<file path="config.mk">
export PLATFORM = sky130hd
export DESIGN_NAME = adc_ctrl_top
export DESIGN_NICKNAME = d
export VERILOG_FILES = /design/src/logic/adc_ctrl_pkg.sv /design/src/logic/conv_if.sv /design/src/logic/incr_engine.sv /design/src/logic/adc_ctrl_top.sv
export VERILOG_INCLUDE_DIRS = /design/src /design/src/logic
export SDC_FILE = /design/constraint.sdc
export NUM_CORES = 1
export LEC_CHECK = 0
export ABC_AREA = 0
export BUFFER_PORTS_ARGS = -buffer_cell sky130_fd_sc_hd__buf_2
export CAP_MARGIN = 25
export CORE_MARGIN = 5
export CORE_UTILIZATION = 50
export DETAILED_ROUTE_END_ITERATION = 10
export PLACE_DENSITY = 0.76
export SLEW_MARGIN = 20
export SYNTH_ARGS = -nofsm -noshare
export SYNTH_HDL_FRONTEND = slang
export SYNTH_SLANG_ARGS = --single-unit
</file>
<file path="constraint.sdc">
create_clock -name clk -period 11.68 [get_ports clk]
set_input_delay 1.168 -clock clk [delete_from_list [all_inputs] [get_ports clk]]
set_output_delay 1.168 -clock clk [all_outputs]
set_load 0.03 [all_outputs]
</file>
<file path="src/logic/adc_ctrl_params.svh">
`ifndef ADC_CTRL_PARAMS_SVH
`define ADC_CTRL_PARAMS_SVH
// What this block does
// - Power byte: 0 off, 1 low, 2 medium, 3 high
// - Integrators stay powered down until start
// - Start initializes and applies supplied power level
// - Stop powers off integrators, disables counting logic
// - Power level changes allowed while converting
// - Resolution 7 to 13; writing it halts conversion
// - Without runtime write, static resolution applies
// - Sampling command collects exactly given 8-bit count
// - Count zero means convert continuously until halted
// - Halt abandons conversion in progress immediately
// - Ready status nonzero after completed conversion only
// - Channel one read returns latest input one result
// - Channel two read returns latest input two result
// - Each conversion overwrites held results; read promptly
// - Clear command zeroes ready, keeps held results
// - Read-and-clear reads clear the same ready flag
// - Unsigned 0..2^N-1, signed -2^(N-1)..2^(N-1)-1

// ------------------------------------------------------------
// Register offsets
// ------------------------------------------------------------
`define OFS_COMMAND 8'h00
`define OFS_POWER 8'h04
`define OFS_RESOLUTION 8'h08
`define OFS_STATUS 8'h0c
`define OFS_DATA_ONE 8'h10
`define OFS_DATA_TWO 8'h14
`define OFS_DATA_ONE_CLR 8'h18
`define OFS_DATA_TWO_CLR 8'h1c
`define OFS_FORMAT 8'h20
`define OFS_CONV_COUNT 8'h24

// ------------------------------------------------------------
// Fields and values
// ------------------------------------------------------------
`define CMD_START_BIT 0
`define CMD_SAMPLE_BIT 1
`define CMD_HALT_BIT 2
`define CMD_STOP_BIT 3
`define CMD_CLEAR_BIT 4
`define CMD_ARG_MSB 15
`define CMD_ARG_LSB 8
`define ST_READY_BIT 0
`define ST_RUN_BIT 1
`define ST_ENABLED_BIT 2
`define ST_CONT_BIT 3
`define ST_OVERRUN_BIT 4
`define POWER_OFF_CODE 8'h00
`define POWER_LOW_CODE 8'h01
`define POWER_MEDIUM_CODE 8'h02
`define POWER_HIGH_CODE 8'h03
`define RES_MIN 8'd7
`define RES_MAX 8'd13
`define RES_DEFAULT 4'd10
`define CALC_INTERVAL_DEFAULT 16'd33
`endif

</file>
<file path="src/logic/adc_ctrl_pkg.sv">
package adc_ctrl_pkg;

  typedef enum logic [1:0] {E_IDLE, E_INTEG, E_CALC} phase_t;

  typedef struct packed {
    phase_t phase;
    logic [15:0] timer;
    logic [13:0] cnt_one;
    logic [13:0] cnt_two;
    logic eoc;
    logic [13:0] n_one;
    logic [13:0] n_two;
  } engine_state_t;

  typedef struct packed {
    logic pready;
    logic pslverr;
    logic [31:0] prdata;
    logic [7:0] power;
    logic enabled;
    logic running;
    logic continuous;
    logic [7:0] remain;
    logic [3:0] res;
    logic signed_fmt;
    logic ready;
    logic overrun;
    logic [15:0] data_one;
    logic [15:0] data_two;
    logic [15:0] conv_count;
    logic [1:0] sync1;
    logic [1:0] sync2;
  } ctrl_state_t;

endpackage

</file>
<file path="src/logic/conv_if.sv">
`timescale 1ns/10ps
interface conv_if;
  logic run;
  logic [3:0] res;
  logic [15:0] calc;
  logic comp_one;
  logic comp_two;
  logic eoc;
  logic [13:0] n_one;
  logic [13:0] n_two;

  modport ctrl (output run, res, calc, comp_one, comp_two, input eoc, n_one, n_two);
  modport eng (input run, res, calc, comp_one, comp_two, output eoc, n_one, n_two);
endinterface

</file>
<file path="src/logic/incr_engine.sv">
`timescale 1ns/10ps
module incr_engine import adc_ctrl_pkg::*; (
  input wire logic clk, // Data clock.
  input wire logic arst_n, // Asynchronous reset, active low.
  conv_if.eng cv // Control side.
);

  engine_state_t st;
  engine_state_t next_st;
  logic [15:0] integ_last;

  // ------------------------------------------------------------
  // Integrate and calculate sequencer
  // ------------------------------------------------------------
  // One integrator operation per four data clocks, so 2^(res+2) clocks give 2^res operations.
  always_comb begin
    next_st = st;
    next_st.eoc = 1'b0;
    integ_last = 16'((17'd1 << (cv.res + 4'd2)) - 17'd1);
    if (!cv.run) begin
      next_st.phase = E_IDLE;
      next_st.timer = 16'h0000;
      next_st.cnt_one = 14'h0000;
      next_st.cnt_two = 14'h0000;
    end else begin
      case (st.phase)
        E_IDLE: begin
          next_st.phase = E_INTEG;
          next_st.timer = 16'h0000;
        end
        E_INTEG: begin
          if (st.timer[1:0] == 2'h3) begin
            next_st.cnt_one = st.cnt_one + 14'(cv.comp_one);
            next_st.cnt_two = st.cnt_two + 14'(cv.comp_two);
          end
          if (st.timer == integ_last) begin
            next_st.phase = E_CALC;
            next_st.timer = 16'h0000;
          end else begin
            next_st.timer = st.timer + 16'h0001;
          end
        end
        E_CALC: begin
          if (st.timer + 16'h0001 >= cv.calc) begin
            next_st.eoc = 1'b1;
            next_st.n_one = st.cnt_one;
            next_st.n_two = st.cnt_two;
            next_st.cnt_one = 14'h0000;
            next_st.cnt_two = 14'h0000;
            next_st.timer = 16'h0000;
            next_st.phase = E_INTEG;
          end else begin
            next_st.timer = st.timer + 16'h0001;
          end
        end
        default: begin
          next_st.phase = E_IDLE;
        end
      endcase
    end
  end

  always_ff @(posedge clk or negedge arst_n) begin
    if (!arst_n) begin
      st <= '0;
    end else begin
      st <= next_st;
    end
  end

  assign cv.eoc = st.eoc;
  assign cv.n_one = st.n_one;
  assign cv.n_two = st.n_two;

endmodule // incr_engine

</file>
<file path="src/logic/adc_ctrl_top.sv">
// Our own choices: the register addresses and the APB interface to the registers.
`timescale 1ns/10ps
`include "adc_ctrl_params.svh"
module adc_ctrl_top import adc_ctrl_pkg::*; #(
  parameter logic [3:0] STATIC_RES = `RES_DEFAULT,
  parameter logic [15:0] CALC_INTERVAL = `CALC_INTERVAL_DEFAULT
) (
  input wire logic clk, // Data clock, 100 MHz.
  input wire logic arst_n, // Asynchronous reset, active low.
  input wire logic psel, // APB select.
  input wire logic penable, // APB enable.
  input wire logic pwrite, // APB direction, high for write.
  input wire logic [7:0] paddr, // APB byte address.
  input wire logic [31:0] pwdata, // APB write data.
  output logic [31:0] prdata, // APB read data.
  output logic pready, // APB ready.
  output logic pslverr, // APB error for unmapped address.
  input wire logic comp_one, // Comparator of integrator one, asynchronous.
  input wire logic comp_two, // Comparator of integrator two, asynchronous.
  output logic [1:0] analog_power, // Power code of both integrators.
  output logic integ_enable, // Integrators enabled while converting.
  output logic counter_enable // Digital counting logic enabled.
);

  ctrl_state_t st;
  ctrl_state_t next_st;
  conv_if cv();

  logic access;
  logic done;
  logic addr_ok;
  logic [7:0] arg;
  logic [31:0] rd_word;
  logic [31:0] status_word;

  // ------------------------------------------------------------
  // Result formatting
  // ------------------------------------------------------------
  // The count can reach 2^res when the comparator is high every time; it is clamped
  // to the top code rather than wrapping to zero.
  function automatic logic [15:0] fmt_result(
    input logic [13:0] n,
    input logic [3:0] r,
    input logic sgn
  );
    logic [14:0] full;
    logic [13:0] c;
    logic [15:0] half;
    full = 15'd1 << r;
    if ({1'b0, n} >= full) begin
      c = 14'(full - 15'd1);
    end else begin
      c = n;
    end
    half = 16'd1 << (r - 4'd1);
    if (sgn) begin
      fmt_result = {2'b00, c} - half;
    end else begin
      fmt_result = {2'b00, c};
    end
  endfunction

  // ------------------------------------------------------------
  // Engine connection
  // ------------------------------------------------------------
  assign cv.run = st.running;
  assign cv.res = st.res;
  assign cv.calc = CALC_INTERVAL;
  assign cv.comp_one = st.sync2[0];
  assign cv.comp_two = st.sync2[1];

  incr_engine u_engine (
    .clk(clk),
    .arst_n(arst_n),
    .cv(cv.eng)
  );

  // ------------------------------------------------------------
  // Address decode and read mux
  // ------------------------------------------------------------
  always_comb begin
    status_word = 32'h00000000;
    status_word[`ST_READY_BIT] = st.ready;
    status_word[`ST_RUN_BIT] = st.running;
    status_word[`ST_ENABLED_BIT] = st.enabled;
    status_word[`ST_CONT_BIT] = st.continuous;
    status_word[`ST_OVERRUN_BIT] = st.overrun;
    status_word[15:8] = st.remain;
    status_word[19:16] = st.res;
    status_word[25:24] = st.power[1:0];
  end

  always_comb begin
    addr_ok = 1'b1;
    rd_word = 32'h00000000;
    if (paddr == `OFS_COMMAND) begin
      rd_word = 32'h00000000;
    end else if (paddr == `OFS_POWER) begin
      rd_word = {24'h000000, st.power};
    end else if (paddr == `OFS_RESOLUTION) begin
      rd_word = {28'h0000000, st.res};
    end else if (paddr == `OFS_STATUS) begin
      rd_word = status_word;
    end else if (paddr == `OFS_DATA_ONE || paddr == `OFS_DATA_ONE_CLR) begin
      rd_word = {16'h0000, st.data_one};
    end else if (paddr == `OFS_DATA_TWO || paddr == `OFS_DATA_TWO_CLR) begin
      rd_word = {16'h0000, st.data_two};
    end else if (paddr == `OFS_FORMAT) begin
      rd_word = {31'h00000000, st.signed_fmt};
    end else if (paddr == `OFS_CONV_COUNT) begin
      rd_word = {16'h0000, st.conv_count};
    end else begin
      addr_ok = 1'b0;
    end
  end

  // ------------------------------------------------------------
  // Next state
  // ------------------------------------------------------------
  always_comb begin
    next_st = st;
    next_st.pready = 1'b0;
    next_st.pslverr = 1'b0;
    next_st.sync1 = {comp_two, comp_one};
    next_st.sync2 = st.sync1;
    access = psel & penable;
    done = access & st.pready;
    arg = pwdata[`CMD_ARG_MSB:`CMD_ARG_LSB];

    // The answer is prepared one cycle into the access phase; writes and
    // read-side clears take effect only at the edge that completes the transfer.
    if (access && !st.pready) begin
      next_st.pready = 1'b1;
      next_st.pslverr = ~addr_ok;
      next_st.prdata = pwrite ? 32'h00000000 : rd_word;
    end

    if (done && pwrite && addr_ok) begin
      if (paddr == `OFS_COMMAND) begin
        if (pwdata[`CMD_START_BIT]) begin
          next_st.enabled = 1'b1;
          next_st.running = 1'b0;
          next_st.continuous = 1'b0;
          next_st.remain = 8'h00;
          next_st.ready = 1'b0;
          next_st.overrun = 1'b0;
          if (arg <= `POWER_HIGH_CODE) begin
            next_st.power = arg;
          end
        end
        if (pwdata[`CMD_SAMPLE_BIT] && next_st.enabled) begin
          next_st.running = 1'b1;
          next_st.remain = arg;
          next_st.continuous = (arg == 8'h00);
        end
        if (pwdata[`CMD_HALT_BIT]) begin
          next_st.running = 1'b0;
        end
        if (pwdata[`CMD_STOP_BIT]) begin
          next_st.power = `POWER_OFF_CODE;
          next_st.enabled = 1'b0;
          next_st.running = 1'b0;
        end
        if (pwdata[`CMD_CLEAR_BIT]) begin
          next_st.ready = 1'b0;
          next_st.overrun = 1'b0;
        end
      end else if (paddr == `OFS_POWER) begin
        // Codes above high are ignored so the analog bias never sees an undefined code.
        // A disabled converter keeps its integrators dark; only start may power them.
        if (pwdata[7:0] <= `POWER_HIGH_CODE && st.enabled) begin
          next_st.power = pwdata[7:0];
        end
      end else if (paddr == `OFS_RESOLUTION) begin
        if (pwdata[7:0] >= `RES_MIN && pwdata[7:0] <= `RES_MAX) begin
          next_st.res = pwdata[3:0];
          next_st.running = 1'b0;
        end
      end else if (paddr == `OFS_FORMAT) begin
        next_st.signed_fmt = pwdata[0];
      end
    end

    if (done && !pwrite) begin
      if (paddr == `OFS_DATA_ONE_CLR || paddr == `OFS_DATA_TWO_CLR) begin
        next_st.ready = 1'b0;
      end
    end

    // End of conversion is applied after the clears, so a result that lands in
    // the clearing cycle still raises the flag.
    if (cv.eoc && st.running) begin
      next_st.data_one = fmt_result(cv.n_one, st.res, st.signed_fmt);
      next_st.data_two = fmt_result(cv.n_two, st.res, st.signed_fmt);
      next_st.overrun = st.overrun | st.ready;
      next_st.ready = 1'b1;
      next_st.conv_count = st.conv_count + 16'h0001;
      if (next_st.running && !st.continuous) begin
        next_st.remain = st.remain - 8'h01;
        if (st.remain == 8'h01) begin
          next_st.running = 1'b0;
        end
      end
    end
  end

  // ------------------------------------------------------------
  // State register
  // ------------------------------------------------------------
  always_ff @(posedge clk or negedge arst_n) begin
    if (!arst_n) begin
      st <= '0;
      st.res <= STATIC_RES;
    end else begin
      st <= next_st;
    end
  end

  // ------------------------------------------------------------
  // Outputs
  // ------------------------------------------------------------
  assign prdata = st.prdata;
  assign pready = st.pready;
  assign pslverr = st.pslverr;
  assign analog_power = st.power[1:0];
  assign integ_enable = st.running;
  assign counter_enable = st.enabled;

endmodule // adc_ctrl_top

</file>
==> out/metrics.cfg, run 1 <==
[routing]
drt-initial-drc-count = 919
drc_errors = 0
drt-pass1-iter-count = 8
wl_per_cell_um = 17.5
vias_per_cell = 6.05
vias = 10813
wl_um = 31300
drtAntennaViolNets = 0

[worst_setup_path]
crit_family = compound AO/OA/AOI/OAI gates
critPathBufInv = 2
worstReg2RegStart = cv.res[1]
max_stage_delay_ns = 0.97
critPathMaxFanout = 29
end_kind = register
startpoint = cv.res[1]
crit_path_top_delay_cell = dfstp_2
start_kind = register
critical_path_arrival_ns = 6.93
path_class = reg2reg
cp.depth = 27
crit_top_cell = a21o_1
cp.required_ns = 12.03
rr_worst_depth = 27

[timing]
clock_skew_ns = 0.0171
tns_ns = 0
rsz0062_at_grt = no
layout_min_cycle_time_ns = 6.58
setup_ws_ns = 5.10
tightest_slew_ns = 1.03
setup_violations = 0
clock.fmax_ghz = 0.152
hold_viol_final = 0
final.period_utilization_pct = 56.4
drv_slew = 0
max_slew_margin_pct = 31.4

[logic_synthesis]
synthTopCellsByArea = dfrtp_1 35%, ha_1 7.8%, nand2_1 6.6%, o21ai_0 5.1%, a21oi_1 4.0%
synth_edf_count = 0
ys_ff_latch = 177
ys_warn_count = 0
synth_flop_cell = dfrtp_1
syn_area_per_cell_sq_um = 8.50
yosysUniqueCellTypes = 95
synthArstFlopShare_pct = 100
yosys.area.top_type = dfrtp_1
synth.yosys.seq_area_share_pct = 35.8
synth_most_common_cell = nand2_1
synth_commonest_cells = 219 x nand2_1, 175 x dfrtp_1, 126 x o21ai_0
synth_area_sq_mm = 0.0124
syn_inst = 1455
synth_top_area_share_pct = 35.4

[grt]
grt_max_degree = 67
gr-usage-met2_pct = 34.8
grt_pass1_vias = 10269
grt_overflow = 0
met3_usage_pct = 4.27
grt_use_met1_pct = 30.5
track_usage_pct = 22.1
antenna_found_initial = 0
grt.busiest_layer = met2
grt_pass1_wl_um = 51600

[pwr]
pwr_density_cell_mw_per_mm2 = 93.8
total_power_mw = 1.25
ir_drop_mv = 0.0736
power.leakage_nw = 5.97

[clocking]
h-tree-depth = 4
cts.path.max_buffers = 2
cts_hold_buf = 0
path_clk_slew_ns = 0.08
cts_resized = 0
cts_root_buffer = clkbuf_16
clk_latency_ns = 0.45
cts_tree = yes
cts_setup_buffers = 0
cts_buffers = 17
clock_sinks = 177

[placed_design]
port_buffers = 58
dp_hpwl_um = 22800
place.gp.congestion = 0.952
place_ws_ns = 5.22

[final_layout]
fillCellCount = 2163
layout.nets = 1577
regArea_sq_mm = 0.00443
fin_util_pct = 54.6
final_layout_size_suffix_gt1_share_pct = 11.0
area_growth_pct = 7.35
num_antenna_cells = 0
multi_input_area_sq_mm = 0.00725

[status]
status = finished clean

[hold_path]
min_from = next_st[0]
min_path_type = reg2reg
hold_depth = 0

[job]
drv_cap = 0

[floorplanning]
dieArea_sq_mm = 0.0280
dieHeight_um = 167
ios = 85
row_count = 57
start_util_pct = 50.9
core_sq_mm = 0.0243
die-width_um = 167

-- logic make-up after synthesis --
| family | share of synthesized area [%] |
|---|---|
| buffers and inverters | 5.95 |
| flip-flops | 35.8 |
| AO/OA/AOI/OAI | 21.1 |
| XOR/XNOR | 5.37 |
| AND/OR/NAND/NOR | 20.6 |
| other | 0.0303 |
| adder cells (fa/ha/maj) | 8.28 |
| multiplexers | 2.86 |
-- final timing paths --
check                                       end  slack [ns]
setup / recovery                         st[34]        5.10
hold / removal                      cv.comp_one        0.35
setup reg to reg                         st[34]        5.10
hold reg to reg                     cv.comp_one        0.35
max in group asynchronous  u_engine.cv.n_two[9]        9.08
min in group asynchronous       analog_power[0]        0.65
-- where the power goes --
group	leakage (nW)	switching (mW)	total [mW]	internal, mW
Sequential	2.43	0.00181	0.618	0.616
Combinational	3.25	0.0384	0.0496	0.0112
Clock	0.286	0.289	0.579	0.290
-- flip-flops by register name (all words and copies together) (netlist names), 2 cells and up --
name	cells
analog_power	2
prdata	22
cv.res	4
next_st	2
u_engine.cv.n_two	14
u_engine.st	46
u_engine.cv.n_one	14
st	66
-- routing by layer --
layer,vias to the layer above,share of wire (%)
li1,5165,-
met5,-,0
met3,72,7.1
met2,412,45
met1,5164,45
met4,0,2.7
-- final cells by class --
type                    count  share of cell area (%)
clock buffers              18                    3.23
clock inverters            14                    1.23
inverters                  48                    1.36
multi-input cells        1135                    54.6
flip-flops and latches    177                    33.4
well taps                 324                    3.05
repair buffers             72                    3.14
-- per-stage QoR --
stage	instance area (sq um)	std cells	hold slack [ns]
after floorplan	12400	1464	0.331
after global placement	12600	1754	0.334
after detailed placement	12600	1754	0.339
after CTS	13200	1786	0.356
after global routing	13300	1788	0.372
final	13300	1788	0.352
-- cell usage in the layout, fill, tap and decap left out, types with 6 or more instances in the layout --
cell type	count
a211o_1	6
a211oi_1	12
a21o_1	14
a21oi_1	99
a22o_1	16
a22oi_1	18
a31oi_1	16
and3_1	19
buf_2	57
buf_4	12
clkbuf_16	17
conb_1	10
dfrtp_1	175
ha_1	77
inv_1	46
mux2_2	17
mux2i_1	14
nand2_1	219
nand2b_1	15
nand3_1	54
nand4_1	18
nor2_1	101
nor2b_1	21
nor3_1	21
nor4_1	8
o21a_1	8
o21ai_0	126
o21ai_1	7
o31ai_1	16
or3_1	11
xnor2_1	45
xor2_1	29
Power figures use the tool's default switching activity.
==> run 2, diff against run 1 <==
==> constraint.sdc (replaced) <==
create_clock -name clk -period 6.5 [get_ports clk]
set_input_delay 0.65 -clock clk [delete_from_list [all_inputs] [get_ports clk]]
set_output_delay 0.65 -clock clk [all_outputs]
set_load 0.03 [all_outputs]
==> out/metrics.cfg, run 2 (synthesis results as in run 1) <==
[final_layout]
layout.nets = 1584  ; was 1577
final_cell_mix = 219 x nand2_1, 175 x dfrtp_1, 126 x o21ai_0  ; unchanged
regMostFlops = st  ; unchanged
area_growth_pct = 8.14  ; was 7.35%
largest_reg_flops = 66  ; unchanged
final_layout_size_suffix_gt1_share_pct = 11.6  ; was 11.0%
final_cell_area_sq_mm = 0.0134  ; was 0.0133 sq mm
num_antenna_cells = 0  ; unchanged
final_common_cell = nand2_1  ; unchanged

[status]
status = finished clean  ; unchanged

[timing]
setup_violations = 0  ; unchanged
max_slew_margin_pct = 33.0  ; was 31.4%
final.period_utilization_pct = 93.5  ; was 56.4%
tightest_slew_ns = 0.995  ; was 1.03 ns
tns_ns = 0  ; unchanged
layout_min_cycle_time_ns = 6.07  ; was 6.58 ns
drv_slew = 0  ; unchanged
hold_viol_final = 0  ; unchanged
clock.fmax_ghz = 0.165  ; was 0.152 GHz
clock_skew_ns = 0.0128  ; was 0.0171 ns
rsz0062_at_grt = no  ; unchanged

[worst_setup_path]
crit_chain = nor2b_1 > nand2_1 > ha_1 > a21oi_1 > nor2b_1 > o21ai_0 > nand2b_1 > a2111oi_0 > a21oi_1 > mux2i_1 > ha_1 > inv_1 > fa_1 > a21o_1 > a21o_1 > a21o_1 > a21o_1 > a21oi_1 > o2111ai_1 > a21o_1 > a21oi_1 > o21ai_0 > xor2_1 > o31ai_1
rr_worst_depth = 24  ; was 27
max_stage_delay_ns = 0.73  ; was 0.97 ns
end_kind = register  ; unchanged
cp.required_ns = 6.85  ; was 12.03 ns
crit_path_top_delay_cell = dfstp_2  ; unchanged
crit_top_cell = a21o_1  ; unchanged
path_class = reg2reg  ; unchanged
start_kind = register  ; unchanged
critical_path_arrival_ns = 6.42  ; was 6.93 ns
critPathMaxFanout = 10  ; was 29

[routing]
drt-initial-drc-count = 1028  ; was 919
drc_errors = 0  ; unchanged
drtAntennaViolNets = 0  ; unchanged
vias = 10707  ; was 10813
drt-pass1-iter-count = 5  ; was 8
wl_per_cell_um = 17.8  ; was 17.5 um
wl_um = 32000  ; was 31300 um
vias_per_cell = 5.96  ; was 6.05

[hold_path]
min_path_type = in2async  ; was reg2reg

[floorplanning]
row_count = 57  ; unchanged
dieArea_sq_mm = 0.0280  ; unchanged
ios = 85  ; unchanged
dieHeight_um = 167  ; unchanged
core_sq_mm = 0.0243  ; unchanged
start_util_pct = 50.9  ; unchanged
die-width_um = 167  ; unchanged

[clocking]
clk_latency_ns = 0.44  ; was 0.45 ns
clock_sinks = 177  ; unchanged
cts_root_buffer = clkbuf_16  ; unchanged
h-tree-depth = 4  ; unchanged
cts_buffers = 17  ; unchanged
cts_setup_buffers = 0  ; unchanged
cts_tree = yes  ; unchanged
cts.path.max_buffers = 2  ; unchanged
path_clk_slew_ns = 0.08  ; about the same
cts_resized = 0  ; unchanged
cts_hold_buf = 0  ; unchanged

[pwr]
power.leakage_nw = 6.02  ; was 5.97 nW
ir_drop_mv = 0.168  ; was 0.0736 mV
pwr_density_cell_mw_per_mm2 = 169  ; was 93.8 mW/mm^2

[placed_design]
port_buffers = 58  ; unchanged
dp_hpwl_um = 23500  ; was 22800 um
placed_area_sq_mm = 0.0127  ; was 0.0126 sq mm
place.gp.congestion = 0.952  ; about the same

[grt]
grt_overflow = 0  ; unchanged
grt_pass1_vias = 10168  ; was 10269
track_usage_pct = 22.7  ; was 22.1%
grt_max_degree = 103  ; was 67
grt_pass1_wl_um = 53300  ; was 51600 um
antenna_found_initial = 0  ; unchanged

[job]
drv_cap = 0  ; unchanged

## run 2: cell count changes in the layout (fill, tap and decap cells not counted), sizes merged
cell      before  now
clkinv         5    7
clkinvlp       1    0
clkbuf        18   17
buf           72   79
## run 2: where the power goes
group	switching, mW	internal, mW	leakage, nW
registers	0.00319	1.11	2.43
logic	0.0705	0.0233	3.29
clock network	0.531	0.525	0.297
total	0.605	1.65	6.02
## run 2: per-stage QoR
step | utilization [%] | setup WS (ns) | cells | hold WS, ns | power (mW)
final | 55.0 | 0.425 | 1795 | 0.0636 | 2.26
after global routing | 55.0 | 0.133 | 1795 | 0.0651 | 2.34
after CTS | 54.7 | 0.576 | 1792 | 0.303 | 2.27
after detailed placement | 52.2 | 0.617 | 1760 | 0.336 | 1.22
after global placement | 52.2 | 0.689 | 1759 | 0.335 | 1.22
after floorplan | - | 0.363 | 1464 | 0.331 | 1.19
## run 2: worst max-delay path: cells and delay by family (launching register included)
family	cells	cell delay (ns)
AND/OR/NAND/NOR	4	0.61
AO/OA/AOI/OAI	14	3.10
multiplexers	1	0.34
adder cells (fa/ha/maj)	3	0.98
buffers and inverters	1	0.05
XOR/XNOR	1	0.15
flip-flops	1	0.73
## run 2: path summary, 6_finish.rpt
check | end | slack (ns) | start
max in group asynchronous | prdata[6] | 5.54 | arst_n
worst min register to register | cv.comp_one | 0.35 | next_st[0]
worst min-delay path | st[72] | 0.06 | arst_n
min in group clk | next_st[1] | 0.31 | comp_two
worst max-delay path | st[34] | 0.43 | cv.res[3]
worst max register to register | st[34] | 0.43 | cv.res[3]
## run 2: cell type report
class	count	area [sq um]
fillers	2179	10900
well taps	324	405
flip-flops and latches	177	4430
repair buffers	79	495
multi-input cells	1135	7260
clock buffers	17	425
inverters	48	180
clock inverters	15	183
## run 2: routing by layer
layer | GRT usage, % | share of wire, % | up-vias
met5 | 0 | 0 | -
met4 | 6.67 | 2.3 | 0
met3 | 3.65 | 6.1 | 56
met2 | 35.9 | 46 | 389
met1 | 32.4 | 46 | 5102
li1 | - | - | 5160
